### config.mk
export PLATFORM = sky130hd
export DESIGN_NAME = dual_port_serial_arbiter
export DESIGN_NICKNAME = d
export VERILOG_FILES = /design/src/design/arb_pkg.sv /design/src/design/dual_port_serial_arbiter.sv
export SDC_FILE = /design/constraint.sdc
export NUM_CORES = 1
export LEC_CHECK = 0
export ABC_CLOCK_PERIOD_IN_PS = 5370
export BUFFER_PORTS_ARGS = -buffer_cell sky130_fd_sc_hd__buf_2
export CORE_ASPECT_RATIO = 0.9
export CORE_MARGIN = 2
export CORE_UTILIZATION = 55
export CTS_BUF_LIST = sky130_fd_sc_hd__clkbuf_4 sky130_fd_sc_hd__clkbuf_8
export DETAILED_ROUTE_END_ITERATION = 12
export PLACE_DENSITY = 0.73
export SLEW_MARGIN = 30
export SYNTH_ARGS = -nofsm -noshare
export SYNTH_HDL_FRONTEND = slang
export SYNTH_SLANG_ARGS = --single-unit
### constraint.sdc
create_clock -name sys_clk -period 5.37 [get_ports sys_clk]
set_clock_uncertainty 0.05 [all_clocks]
set_input_delay 1.074 -clock sys_clk [delete_from_list [all_inputs] [get_ports sys_clk]]
set_output_delay 1.074 -clock sys_clk [all_outputs]
set_load 0.01 [all_outputs]
### src/design/arb_pkg.sv
// Constants and types shared by the dual port serial arbiter
package arb_pkg;
    // ****************************************
    // Clock and timing
    // ****************************************
    localparam int CLK_HZ = 20_000_000;
    localparam int CYC_PER_US = CLK_HZ / 1_000_000;
    localparam int RST_LOW_US = 480;
    localparam int PDH_US = 30;
    localparam int PDL_US = 120;
    localparam int ZERO_HOLD_US = 30;
    localparam int SETTLE_MS = 123;
    localparam int RST_LOW_CYC = RST_LOW_US * CYC_PER_US;
    localparam int PDH_CYC = PDH_US * CYC_PER_US;
    localparam int PDL_CYC = PDL_US * CYC_PER_US;
    localparam int ZERO_HOLD_CYC = ZERO_HOLD_US * CYC_PER_US;
    localparam int SETTLE_CYC = SETTLE_MS * (CLK_HZ / 1000);
    // ****************************************
    // Widths
    // ****************************************
    localparam int BYTE_BITS = 8;
    localparam int FIFO_DEPTH = 4;
    localparam int OW_CNT_W = 16;
    localparam int SETTLE_W = 22;
    localparam logic [7:0] IDLE_BYTE = 8'hFF;
    // ****************************************
    // States
    // ****************************************
    typedef enum logic [1:0] {
        G_IDLE = 2'b00,
        G_TW = 2'b01,
        G_OW = 2'b10
    } grant_t;
    typedef enum logic [1:0] {
        OW_IDLE = 2'b00,
        OW_WAIT = 2'b01,
        OW_PRES = 2'b10,
        OW_LIVE = 2'b11
    } ow_state_t;
endpackage : arb_pkg

### src/design/dual_port_serial_arbiter.sv
// Dual port arbiter with three-wire shifter, single-wire front end and rx FIFO
// Function
// - Select rising starts a three-wire transfer
// - Select low ends transaction immediately
// - Clock cycle is falling then rising edge
// - Input bits sampled on rising clock edge
// - Read bits driven from falling clock edge
// - Data driver released while clock high
// - Select low aborts, data line tristated
// - No communication while on backup battery
// - Block ports during supply settling delay
// - First active port wins the grant
// - Three-wire active on select rising
// - Single-wire active on first fall after presence
// - Denied port never disturbs granted port
// - Denied single-wire still answers reset
// - Denied single-wire reads return all ones
// - Single-wire grant keeps data line tristated
// - Presence pulse follows reset after delay
`timescale 1ns/1ps

// ****************************************
// Receive FIFO
// ****************************************
module rx_fifo #(
    parameter int W = 8,
    parameter int D = 4
) (
    input wire logic sys_clk,
    input wire logic rst,
    input wire logic [W-1:0] in_data,
    input wire logic in_valid,
    output logic in_ready,
    output logic [W-1:0] out_data,
    output logic out_valid,
    input wire logic out_ready
);
    localparam int AW = (D > 1) ? $clog2(D) : 1;
    logic [W-1:0] mem [D];
    logic [AW-1:0] wr_q;
    logic [AW-1:0] rd_q;
    logic [AW:0] cnt_q;
    logic push;
    logic pop;

    if (D < 2 || (1 << AW) != D) begin : g_bad_depth
        $error("rx_fifo depth must be a power of two, at least 2");
    end

    assign in_ready = cnt_q != (AW+1)'(D);
    assign out_valid = cnt_q != '0;
    assign out_data = mem[rd_q];
    assign push = in_valid && in_ready;
    assign pop = out_valid && out_ready;

    always_ff @(posedge sys_clk) begin
        if (push) begin
            mem[wr_q] <= in_data;
        end
    end

    always_ff @(posedge sys_clk or posedge rst) begin
        if (rst) begin
            wr_q <= '0;
            rd_q <= '0;
            cnt_q <= '0;
        end else begin
            if (push) begin
                wr_q <= wr_q + 1'b1;
            end
            if (pop) begin
                rd_q <= rd_q + 1'b1;
            end
            cnt_q <= cnt_q + {{AW{1'b0}}, push} - {{AW{1'b0}}, pop};
        end
    end
endmodule : rx_fifo

// ****************************************
// Arbiter top
// ****************************************
module dual_port_serial_arbiter import arb_pkg::*; #(
    parameter int RST_LOW_CYCLES = RST_LOW_CYC,
    parameter int SETTLE_CYCLES = SETTLE_CYC
) (
    input wire logic sys_clk,
    input wire logic rst,
    input wire logic sel_pin,
    input wire logic sclk_pin,
    input wire logic dq_in,
    output logic dq_out,
    output logic dq_oe_n,
    input wire logic ow_in,
    output logic ow_out,
    output logic ow_oe_n,
    input wire logic supply_ok,
    input wire logic osc_on,
    input wire logic rd_mode,
    input wire logic [7:0] tx_data,
    input wire logic tx_valid,
    output logic tx_ready,
    output logic [7:0] rx_data,
    output logic rx_valid,
    input wire logic rx_ready,
    output logic rx_overrun,
    output logic ow_slot,
    input wire logic ow_send_zero,
    output logic grant_tw,
    output logic grant_ow,
    output logic comm_en
);
    if (RST_LOW_CYCLES < 1 || RST_LOW_CYCLES >= (1 << OW_CNT_W)
        || SETTLE_CYCLES < 1 || SETTLE_CYCLES >= (1 << SETTLE_W)) begin : g_bad
        $error("timing parameters out of counter range");
    end

    // ****************************************
    // Pin synchronisers
    // ****************************************
    logic [1:0] sel_sy, sclk_sy, dq_sy, ow_sy, sup_sy, osc_sy;
    logic sel_d, sclk_d, ow_d, sup_d;
    logic sel_s, sclk_s, dq_s, ow_s, sup_s, osc_s;

    always_ff @(posedge sys_clk or posedge rst) begin
        if (rst) begin
            sel_sy <= '0;
            sclk_sy <= '0;
            dq_sy <= '0;
            ow_sy <= 2'h3;
            sup_sy <= '0;
            osc_sy <= '0;
            sel_d <= 1'b0;
            sclk_d <= 1'b0;
            ow_d <= 1'b1;
            sup_d <= 1'b0;
        end else begin
            sel_sy <= {sel_sy[0], sel_pin};
            sclk_sy <= {sclk_sy[0], sclk_pin};
            dq_sy <= {dq_sy[0], dq_in};
            ow_sy <= {ow_sy[0], ow_in};
            sup_sy <= {sup_sy[0], supply_ok};
            osc_sy <= {osc_sy[0], osc_on};
            sel_d <= sel_s;
            sclk_d <= sclk_s;
            ow_d <= ow_s;
            sup_d <= sup_s;
        end
    end

    assign sel_s = sel_sy[1];
    assign sclk_s = sclk_sy[1];
    assign dq_s = dq_sy[1];
    assign ow_s = ow_sy[1];
    assign sup_s = sup_sy[1];
    assign osc_s = osc_sy[1];

    logic sel_rise, sclk_rise, sclk_fall, ow_rise, ow_fall;
    assign sel_rise = sel_s && !sel_d;
    assign sclk_rise = sclk_s && !sclk_d;
    assign sclk_fall = !sclk_s && sclk_d;
    assign ow_rise = ow_s && !ow_d;
    assign ow_fall = !ow_s && ow_d;

    // ****************************************
    // Power gating
    // ****************************************
    // Delay only applies with the oscillator running; without it access opens at once
    logic [SETTLE_W-1:0] settle_q;
    always_ff @(posedge sys_clk or posedge rst) begin
        if (rst) begin
            settle_q <= '0;
            comm_en <= 1'b0;
        end else if (!sup_s) begin
            settle_q <= '0;
            comm_en <= 1'b0;
        end else if (!osc_s) begin
            comm_en <= 1'b1;
        end else if (!comm_en) begin
            settle_q <= settle_q + 1'b1;
            comm_en <= settle_q == SETTLE_W'(SETTLE_CYCLES - 1);
        end
    end

    // ****************************************
    // Single-wire front end
    // ****************************************
    ow_state_t ow_st;
    logic [OW_CNT_W-1:0] ow_low_q, ow_tmr_q;
    logic ow_zero_q, ow_reset_seen, ow_req;
    grant_t grant_q;

    assign ow_reset_seen = ow_rise && ow_low_q >= OW_CNT_W'(RST_LOW_CYCLES);
    assign ow_req = ow_st == OW_LIVE && ow_fall;

    always_ff @(posedge sys_clk or posedge rst) begin
        if (rst) begin
            ow_low_q <= '0;
        end else if (ow_s || !ow_oe_n) begin
            // Own presence or zero pulls must never look like a master reset
            ow_low_q <= '0;
        end else if (ow_low_q != '1) begin
            ow_low_q <= ow_low_q + 1'b1;
        end
    end

    // Presence answers regardless of grant, but not while access is blocked
    always_ff @(posedge sys_clk or posedge rst) begin
        if (rst) begin
            ow_st <= OW_IDLE;
            ow_tmr_q <= '0;
        end else if (!comm_en) begin
            ow_st <= OW_IDLE;
            ow_tmr_q <= '0;
        end else if (ow_reset_seen) begin
            ow_st <= OW_WAIT;
            ow_tmr_q <= '0;
        end else begin
            case (ow_st)
                OW_WAIT: begin
                    ow_tmr_q <= ow_tmr_q + 1'b1;
                    if (ow_tmr_q == OW_CNT_W'(PDH_CYC - 1)) begin
                        ow_st <= OW_PRES;
                        ow_tmr_q <= '0;
                    end
                end
                OW_PRES: begin
                    ow_tmr_q <= ow_tmr_q + 1'b1;
                    if (ow_tmr_q == OW_CNT_W'(PDL_CYC - 1)) begin
                        ow_st <= OW_LIVE;
                        ow_tmr_q <= '0;
                    end
                end
                OW_IDLE, OW_LIVE: ow_tmr_q <= '0;
                default: ow_st <= OW_IDLE;
            endcase
        end
    end

    // Denied slots never pull low, so the master reads ones
    logic [OW_CNT_W-1:0] zero_q;
    always_ff @(posedge sys_clk or posedge rst) begin
        if (rst) begin
            ow_zero_q <= 1'b0;
            zero_q <= '0;
            ow_slot <= 1'b0;
        end else begin
            ow_slot <= ow_fall && ow_st == OW_LIVE && grant_q == G_OW && comm_en;
            if (ow_slot && ow_send_zero) begin
                ow_zero_q <= 1'b1;
                zero_q <= '0;
            end else if (ow_zero_q) begin
                zero_q <= zero_q + 1'b1;
                ow_zero_q <= zero_q != OW_CNT_W'(ZERO_HOLD_CYC - 1);
            end
        end
    end

    always_ff @(posedge sys_clk or posedge rst) begin
        if (rst) begin
            ow_oe_n <= 1'b1;
        end else begin
            ow_oe_n <= !(ow_st == OW_PRES || (ow_zero_q && grant_q == G_OW));
        end
    end
    assign ow_out = 1'b0;

    // ****************************************
    // Arbiter
    // ****************************************
    // A same-cycle tie goes to the three-wire port
    always_ff @(posedge sys_clk or posedge rst) begin
        if (rst) begin
            grant_q <= G_IDLE;
        end else if (!comm_en || !sup_s) begin
            grant_q <= G_IDLE;
        end else begin
            case (grant_q)
                G_IDLE: begin
                    if (sel_rise) begin
                        grant_q <= G_TW;
                    end else if (ow_req) begin
                        grant_q <= G_OW;
                    end
                end
                G_TW: if (!sel_s) grant_q <= G_IDLE;
                G_OW: if (ow_reset_seen) grant_q <= G_IDLE;
                default: grant_q <= G_IDLE;
            endcase
        end
    end
    assign grant_tw = grant_q == G_TW;
    assign grant_ow = grant_q == G_OW;

    // ****************************************
    // Three-wire shifter
    // ****************************************
    logic tw_act;
    logic [2:0] bit_q;
    logic [7:0] sh_q, rx_hold_q;
    logic rx_pend_q, fifo_in_ready;
    assign tw_act = grant_q == G_TW && sel_s;
    assign tx_ready = tw_act && rd_mode && sclk_fall && bit_q == '0;

    always_ff @(posedge sys_clk or posedge rst) begin
        if (rst) begin
            bit_q <= '0;
            sh_q <= '0;
            dq_out <= 1'b0;
        end else if (!tw_act || sel_rise) begin
            bit_q <= '0;
        end else if (sclk_rise && !rd_mode) begin
            sh_q <= {dq_s, sh_q[7:1]};
            bit_q <= bit_q + 1'b1;
        end else if (sclk_fall && rd_mode) begin
            if (bit_q == '0) begin
                dq_out <= tx_valid ? tx_data[0] : IDLE_BYTE[0];
                sh_q <= tx_valid ? {1'b1, tx_data[7:1]} : IDLE_BYTE;
            end else begin
                dq_out <= sh_q[0];
                sh_q <= {1'b1, sh_q[7:1]};
            end
            bit_q <= bit_q + 1'b1;
        end
    end

    always_ff @(posedge sys_clk or posedge rst) begin
        if (rst) begin
            dq_oe_n <= 1'b1;
        end else if (!tw_act || sclk_s) begin
            dq_oe_n <= 1'b1;
        end else if (sclk_fall && rd_mode) begin
            dq_oe_n <= 1'b0;
        end
    end

    // Host cannot be stalled: a byte finishing while one still waits replaces it, and the waiting byte is lost
    always_ff @(posedge sys_clk or posedge rst) begin
        if (rst) begin
            rx_pend_q <= 1'b0;
            rx_hold_q <= '0;
            rx_overrun <= 1'b0;
        end else begin
            if (rx_pend_q && fifo_in_ready) begin
                rx_pend_q <= 1'b0;
            end
            if (tw_act && sclk_rise && !rd_mode && bit_q == 3'h7) begin
                rx_hold_q <= {dq_s, sh_q[7:1]};
                rx_pend_q <= 1'b1;
                if (rx_pend_q && !fifo_in_ready) begin
                    rx_overrun <= 1'b1;
                end
            end else if (sel_rise) begin
                rx_overrun <= 1'b0;
            end
        end
    end

    rx_fifo #(.W(BYTE_BITS), .D(FIFO_DEPTH)) u_fifo (
        .sys_clk(sys_clk),
        .rst(rst),
        .in_data(rx_hold_q),
        .in_valid(rx_pend_q),
        .in_ready(fifo_in_ready),
        .out_data(rx_data),
        .out_valid(rx_valid),
        .out_ready(rx_ready)
    );

    // ****************************************
    // Checks
    // ****************************************
    a_clk_high_release: assert property (@(posedge sys_clk) disable iff (rst)
        sclk_s && sclk_d |-> dq_oe_n) else $error("dq driven while clock high");
    a_sel_low_tristate: assert property (@(posedge sys_clk) disable iff (rst)
        !sel_s |=> dq_oe_n) else $error("dq driven with select low");
    a_ow_grant_dq_off: assert property (@(posedge sys_clk) disable iff (rst)
        grant_q == G_OW |-> dq_oe_n) else $error("dq driven under single-wire grant");
    a_blocked_no_grant: assert property (@(posedge sys_clk) disable iff (rst)
        !sup_s |=> grant_q == G_IDLE && !comm_en) else $error("grant while on battery");
    a_settle_holds: assert property (@(posedge sys_clk) disable iff (rst)
        sup_s && !sup_d && osc_s |=> !comm_en [*8]) else $error("access before settling");
    a_tw_first_grant: assert property (@(posedge sys_clk) disable iff (rst)
        grant_q == G_IDLE && comm_en && sel_rise |=> grant_q == G_TW)
        else $error("three-wire not granted");
    a_ow_first_grant: assert property (@(posedge sys_clk) disable iff (rst)
        grant_q == G_IDLE && comm_en && ow_req && !sel_rise |=> grant_q == G_OW)
        else $error("single-wire not granted");
    a_tw_grant_kept: assert property (@(posedge sys_clk) disable iff (rst)
        grant_q == G_TW && sel_s && comm_en && sup_s |=> grant_q == G_TW)
        else $error("three-wire grant lost");
    a_denied_ones: assert property (@(posedge sys_clk) disable iff (rst)
        !ow_oe_n |-> $past(ow_st) == OW_PRES || $past(grant_q) == G_OW)
        else $error("denied single-wire pulled low");
    a_rx_sample_rise: assert property (@(posedge sys_clk) disable iff (rst)
        tw_act && sclk_rise && !rd_mode |=> sh_q[7] == $past(dq_s))
        else $error("bit not sampled on rising edge");
    a_rd_drive_fall: assert property (@(posedge sys_clk) disable iff (rst)
        tw_act && sclk_fall && rd_mode |=> !dq_oe_n) else $error("read bit not driven");
endmodule : dual_port_serial_arbiter

Word level (Yosys, flattened, before mapping)
Memory sizes are Yosys's and may differ from the RTL's.
Cells that the tools add are included.
Cells by class
  bitwise operators: 2
  order comparisons: 1
  eq/ne operators: 21
  reduce and logical (&&, ||, !) cells: 58
  multiplexer cells: 46
  add/subtract/negate cells: 9
Operators with widths (number)
  16-bit 2-to-1 mux: 8
  22-bit 2-to-1 mux: 3
  16-bit by 1-bit adder with 16-bit output (second input constant): 3
  16-bit one-hot mux with 3 select lines: 1
  1-bit logical AND: 23
  22-bit by 1-bit adder with 22-bit output (second input constant): 1
  22-bit equality test (second input constant): 1
  2-bit 2-to-1 mux: 9
  16-bit by 10-bit equality test with 1-bit output (second input constant): 1
  16-bit by 12-bit equality test with 1-bit output (second input constant): 1
  16-bit by 14-bit greater-or-equal comparator with 1-bit output (second input constant): 1
  1-bit 2-to-1 mux: 16
  8-bit 2-to-1 mux: 2
  16-bit by 10-bit != test with 1-bit output (second input constant): 1
  16-bit != test (second input constant): 1
  7-bit 2-to-1 mux: 2
  1-bit zero test: 12
  4-bit != test (second input constant): 3
  2-bit nonzero test: 6
  3-bit 2-to-1 mux: 3
  3-bit AND reduction: 3
  2-bit equality test (second input constant): 3
  2-bit one-hot mux with 3 select lines: 1
  2-bit AND reduction: 3
  other kinds (19): 29
Storage, ports and cells
  memories kept: 1
  word-level logic and storage cells: 167
  output and inout port bits: 19
  register bits after elaboration: 123
  RAM bits: 32
Memory list
  u_fifo.mem: words 4, bits a word 8, read ports 1, clocked after Yosys merged registers in 0, write ports 1, line dual_port_serial_arbiter.sv:39  | logic [W-1:0] mem [D];

Logic depth before layout (Yosys ltp)
Gate-level depths: netlist of the first run.
  word-level depth: 7
  gate-level depth with buffers: 8
  mapped depth without buffers: 8

Cells and area by module
From an unflattened synthesis of the first run, not the netlist that was laid out.
Second synthesis, totals
  cell total of the unflattened synthesis: 618
  area total of the unflattened synthesis: 7194.4 um2
By module, submodules not included
  dual_port_serial_arbiter: cells an instance 534, sequential area each 2909.0 um2, times used 1, area an instance 5560.3 um2
  rx_fifo: cells an instance 84, sequential area each 1136.1 um2, times used 1, area an instance 1634.1 um2

Least setup slack after synthesis of the first run
Ideal clock, no wire load.
  path type: input to output
  from: in rd_mode
  to: out tx_ready
  stages: 2
  setup slack: 2.814 ns
  path buffers: 0
  required time: 4.246 ns
  arrival: 1.432 ns
  cell sequence: nand2_1 -> nor3_1
Between the ends
  cells in the longest elaborated chain, start to end: 3
Ends and longest elaborated chain
  start, declared: line dual_port_serial_arbiter.sv:98  | input wire logic rd_mode,
  1-bit logical AND (3 in a row): line dual_port_serial_arbiter.sv:302  | assign tx_ready = tw_act && rd_mode && sclk_fall && bit_q == '0;
  end, declared: line dual_port_serial_arbiter.sv:101  | output logic tx_ready,
No other way between the ends.

Final worst setup path of the first run
  from: reg u_fifo.rd_q[0]
  to: out rx_data[6]
Between the ends
  cells in the longest elaborated chain, start to end: 1
Ends and longest elaborated chain
  start, declared: line dual_port_serial_arbiter.sv:41  | logic [AW-1:0] rd_q;
  start signal, assigned: line dual_port_serial_arbiter.sv:72  | rd_q <= rd_q + 1'b1;
  memory read 4 x 8 bit
  end, declared: line dual_port_serial_arbiter.sv:102  | output logic [7:0] rx_data,
No other way between the ends.

==> results of run 1 <==
[state kept, by name, indices dropped and copies added, names as in the netlist, 2 cells and up]
register,cells
osc_sy,2
ow_st,2
sclk_sy,2
ow_tmr_q,16
u_fifo.wr_q,2
u_fifo.cnt_q,3
rx_hold_q,8
dq_sy,2
bit_q,3
sup_sy,2
ow_low_q,16
sel_sy,2
grant_q,2
zero_q,16
ow_sy,2
settle_q,22
u_fifo.mem,32
u_fifo.rd_q,2
sh_q,8
[per-layer routing]
| metal | part of all wire [%] | vias to the layer above |
|---|---|---|
| li1 | - | 2481 |
| met1 | 48 | 2524 |
| met2 | 48 | 84 |
| met3 | 3.2 | 18 |
| met4 | 1.3 | 0 |
| met5 | 0 | - |
[worst paths after layout]
check / start / endpoint / slack [ns]
hold / removal: sclk_sy[0]$_DFF_PP0_ / sclk_sy[1]$_DFF_PP0_ / 0.30
hold reg to reg: sclk_sy[0]$_DFF_PP0_ / sclk_sy[1]$_DFF_PP0_ / 0.30
min in group asynchronous: rst / zero_q[8]$_DFFE_PP0P_ / 0.69
setup / recovery: u_fifo.rd_q[0]$_DFFE_PP0P_ / rx_data[6] / 2.34
setup reg to reg: ow_low_q[9]$_DFFE_PP0P_ / ow_tmr_q[1]$_DFF_PP0_ / 2.99
max in group asynchronous: rst / ow_tmr_q[3]$_DFF_PP0_ / 3.52
[cell type report]
cell class / instances / area (sq um)
Multi-Input combinational cell: 445 / 3065
Sequential cell: 155 / 4045
Clock buffer: 19 / 249.0
Fill cell: 1030 / 5170
Clock inverter: 13 / 166.4
Timing Repair Buffer: 38 / 192.7
Inverter: 29 / 113.9
Tap cell: 168 / 210.2
[stage by stage]
step | power [mW] | cells | hold WS [ns] | instance area [sq um] | util, %
finish | 2.354 | 867 | 0.3029 | 8043 | 60.87
global route | 2.466 | 867 | 0.3081 | 8043 | 60.87
global placement | 1.464 | 835 | 0.2829 | 7620 | 57.67
CTS | 2.380 | 867 | 0.3039 | 8035 | 60.81
floorplan | 1.427 | 656 | 0.2812 | 7337 | -
detailed placement | 1.476 | 835 | 0.2855 | 7620 | 57.67
[power by group]
| part | switching, mW | internal, mW |
|---|---|---|
| Clock | 0.434 | 0.474 |
| Combinational | 0.0789 | 0.0761 |
| Sequential | 0.0591 | 1.23 |
| Total | 0.572 | 1.78 |
[placed cells by master (no fill, tap or decap), drive strengths merged, types with 5 or more instances in the layout]
cell type  synthesis  routed
xor2              14      14
buf               10      38
mux2i              5       5
edfxtp            32      32
mux4               8       8
nand2             48      48
or3               19      19
mux2               9       9
inv               29      33
and4               5       5
nor2b              9       9
nand3             23      23
o31ai             16      16
nor4b             10      10
nand2b             6       6
or4               12      12
clkbuf            17      19
nor3              24      24
dfstp              5       5
a211oi             5       5
o21ai             22      22
nand4             22      22
xnor2             23      23
dfrtp            118     118
nor4              17      17
nor2              41      41
ha                18      18
and2               7       7
a21oi             29      29
[critical path, stage by stage (launching register included)]
cell and delay [ns]:
dfrtp_1 0.72, mux4_2 0.59, buf_2 0.15
[cells by family after synthesis]
family	Yosys count	synth area share, %
other	1	0.05111
buffers and inverters	56	3.155
flip-flops	155	55.13
AND/OR/NAND/NOR	266	20.48
XOR/XNOR	37	4.417
multiplexers	22	4.519
adder cells (fa/ha/maj)	19	3.342
AO/OA/AOI/OAI	100	8.902
==> results.txt, run 1 <==
WL/cell = 15.74 um
CTS Hold Bufs = 0
CTS Buf Count = 17
H-tree levels = 4
synth cell count leaders = dfrtp_1 (118), nand2_1 (48), nor2_1 (41), edfxtp_1 (32)
HPWL Detailed = 9.346 mm
fin crit share = 56.39%
peak supply drop = 0.2435 mV
hold depth = 0
clock slew at reported path FFs = 0.08 ns
total number of yosys warnings = 0
I/O Buffers = 37
Syn Area/Cell = 11.18 sq um
RSZ-0062 raised after global routing = false
Final Critical Period = 3.028 ns
top cells by area, synth = dfrtp_1 (40%), edfxtp_1 (13%), ha_1 (3.1%), xnor2_1 (2.7%), mux4_2 (2.5%)
Die H = 113.6 um
synthesized cell area = 0.007337 sq mm
layout cells sized above 1 = 13.30%
core box area = 0.01321 sq mm
Post-synth EDFFs = 32
Synth cell types = 71
cell with the most instances after synthesis = dfrtp_1
gr usage total = 20.37%
Pre-antenna DRT Iters = 5
Diodes inserted = 0
PnR worst setup slack = 2.342 ns
Leak = 3.108 nW
Post-Place Worst Slack = 2.269 ns
postcts setup bufs = 0
area growth from synthesis to layout = 9.618%
CTS Root Cell = clkbuf_8
nets = 725
Yosys top cell area share = 40.25%
cell count after synthesis = 656
# IOs = 39
Starting Density = 55.53%
Mapped Nets = 695
setup violators final = 0
total number of vias = 5107
Critical Path End Type = output pin
drt via density = 5.890
CP Max Fanout = 10
die area = 0.01428 sq mm
Synth Register Bits = 155
post-synth top area cell = dfrtp_1
Die Wd = 125.7 um
endpoints failing hold = 0
Cell Pwr Density = 292.7 mW/mm^2
max-cap viol count = 0
Reg2Reg Depth = 4
Rows = 40
dominant synthesized flop cell = dfrtp_1
register area share after synthesis = 55.13%
initial antenna violation count = 0
met2 usage = 31.75%
Antenna Nets Post-Route = 0
vias in the first global route = 4977
DRT iter0 DRCs = 389
critical path arrival = 1.90 ns
Post-CTS Resized = 0
min-delay worst type = reg2reg
f_max = 330.3 MHz
TritonCTS clock tree = built
worst slew pin tran = 0.8377 ns
M1 GR Usage = 28.54%
global-route wire length before repair = 23.63 mm
Worst setup SP type = flip-flop
drt total wl = 13.64 mm
largest net degree at the start of global routing = 79
GR Util met3 = 4.784%
outcome = finished clean
Req. time, crit path = 4.25 ns
Clock Latency Late Sink = 0.45 ns
CTS sink cnt = 155
setup total negative slack = 0 ns
GR Overflow Total = 0
Most Crowded Layer GR = met2
routability cong. = 0.8262
fin. max-slew vios = 0
critical path type = reg2out
Max-slew headroom = 44.04%
DRC Markers = 0
FFs w/ async S/R, synth = 79.35%
clock buffer depth = 2
Note: power is estimated with default switching activity, not from simulation.
==> run 2: changes to the inputs <==
Settings changed: ABC_CLOCK_PERIOD_IN_PS 5370 to 3100.
Clock period 5.37 ns to 3.1 ns, I/O delays scaled along.
==> run 2 against run 1 <==
- core utilization is 0.11 points higher
- global-route usage is 0.080 points higher
- worst hold slack worse by 0.10 ns
- combinational power is 88% higher
- non-clock buffer count is 4 higher
- critical path depth stayed put
- total power is 69% higher
==> results.txt, run 2 (synthesis results as in run 1) <==
WL/cell = 16.20 um
global-route wire length before repair = 23.74 mm
Die Wd = 125.7 um
CTS Root Cell = clkbuf_8
setup violators final = 0
min-delay worst type = in2async
CTS sink cnt = 155
I/O Buffers = 37
vias in the first global route = 4961
drt total wl = 14.11 mm
DRT iter0 DRCs = 351
Critical Path Max Stage Delay = 0.70 ns
Design Area, Final = 0.008058 sq mm
total number of vias = 5239
Antenna Nets Post-Route = 0
biggest regs = u_fifo.mem x32, settle_q x22
Cell Pwr Density = 493.6 mW/mm^2
gr usage total = 20.45%
die area = 0.01428 sq mm
Die H = 113.6 um
Biggest register = u_fifo.mem
Starting Density = 55.53%
Post-CTS Resized = 0
outcome = finished clean
CTS Buf Count = 17
most frequent cells in the layout = dfrtp_1 (118), nand2_1 (48), nor2_1 (41), buf_2 (37), edfxtp_1 (32)
critical path arrival = 1.88 ns
most common cell after layout, fill and taps aside = dfrtp_1
drt via density = 6.015
clock buffer depth = 2
HPWL Detailed = 9.586 mm
postcts setup bufs = 0
crit-path cells = mux4_2, buf_2
Setup crit start = u_fifo.rd_q[0]$_DFFE_PP0P_
Req. time, crit path = 2.43 ns
Diodes inserted = 0
Slowest-stage cell, CP = dfrtp_1
routability cong. = 0.8865
Worst setup SP type = flip-flop
max-cap viol count = 0
initial antenna violation count = 0
max reg flops = 32
Clock Latency Late Sink = 0.45 ns
area of the multi-input gates = 0.003060 sq mm
R2R Path Start = u_fifo.cnt_q[0]$_DFF_PP0_
core box area = 0.01321 sq mm
worst slew pin tran = 0.7105 ns
Pre-antenna DRT Iters = 7
GR Overflow Total = 0
area growth from synthesis to layout = 9.823%
Critical Path End Type = output pin
layout cells sized above 1 = 13.66%
largest net degree at the start of global routing = 42
critical path type = reg2out
DRC Markers = 0
endpoints failing hold = 0
Max-slew headroom = 52.50%
peak supply drop = 0.4350 mV
area post-placement = 0.007676 sq mm
Final Critical Period = 2.545 ns
fin. max-slew vios = 0
fin crit share = 82.11%
setup total negative slack = 0 ns
CP Max Fanout = 10
RSZ-0062 raised after global routing = false
nets = 729
TritonCTS clock tree = built
CTS Hold Bufs = 0
H-tree levels = 4
number of fillers in the final layout = 1092
f_max = 392.9 MHz
clock slew at reported path FFs = 0.08 ns
Leak = 3.121 nW
# IOs = 39
sequential cell area = 0.004045 sq mm
Rows = 40
[run 2: changes by cell type in the layout (fill, tap and decap cells not counted), sizes merged]
| cell | delta |
|---|---|
| bufinv | -2 |
| clkinv | +4 |
| clkinvlp | -1 |
| buf | +4 |
| clkbuf | -1 |
[run 2: worst max-delay path: cells and delay by family, from the launching register on]
kind                   cells  cell delay, ns
DFF                        1            0.70
muxes                      1            0.57
buffers and inverters      1            0.15
[run 2: final cells by class]
cell class | instances | area share [%]
clock inverters | 14 | 1.661
clock buffers | 18 | 3.075
flip-flops and latches | 155 | 50.20
repair buffers | 42 | 3.075
inverters | 29 | 1.398
well taps | 168 | 2.609
multi-input cells | 445 | 37.98
[run 2: power breakdown]
group,total (mW),switching (mW),internal [mW]
clock,1.46,0.787,0.669
combinational,0.291,0.150,0.141
sequential,2.23,0.0970,2.13
[run 2: final timing paths]
kind | endpoint | slack, ns | cells past startpoint
max in group asynchronous | dq_oe_n$_DFFE_PP1P_ | 2.10 | 3
min reg2reg | sel_sy[1]$_DFF_PP0_ | 0.30 | 0
max | rx_data[6] | 0.55 | 2
min | u_fifo.rd_q[0]$_DFFE_PP0P_ | 0.20 | 2
max reg2reg | u_fifo.cnt_q[2]$_DFF_PP0_ | 0.75 | 8
min in group sys_clk | osc_sy[0]$_DFF_PP0_ | 0.22 | 1
[run 2: through the flow]
| step | cells | hold WS [ns] | setup slack, ns | total power [mW] | util, % |
|---|---|---|---|---|---|
| floorplan | 656 | 0.2812 | 0.8154 | 2.472 | - |
| global placement | 839 | 0.2837 | 0.8566 | 2.545 | 58.10 |
| detailed placement | 839 | 0.2847 | 0.7876 | 2.565 | 58.10 |
| CTS | 871 | 0.1986 | 0.4731 | 4.014 | 60.98 |
| global route | 871 | 0.1973 | 0.3959 | 4.151 | 60.98 |
| finish | 871 | 0.2022 | 0.5547 | 3.977 | 60.98 |
[run 2: metal layers]
metal / GRT usage [%] / wire (um)
met2: 33.26 / 6984
met5: 0 / 0
met1: 27.68 / 6380
met3: 5.019 / 584
met4: 6.154 / 158
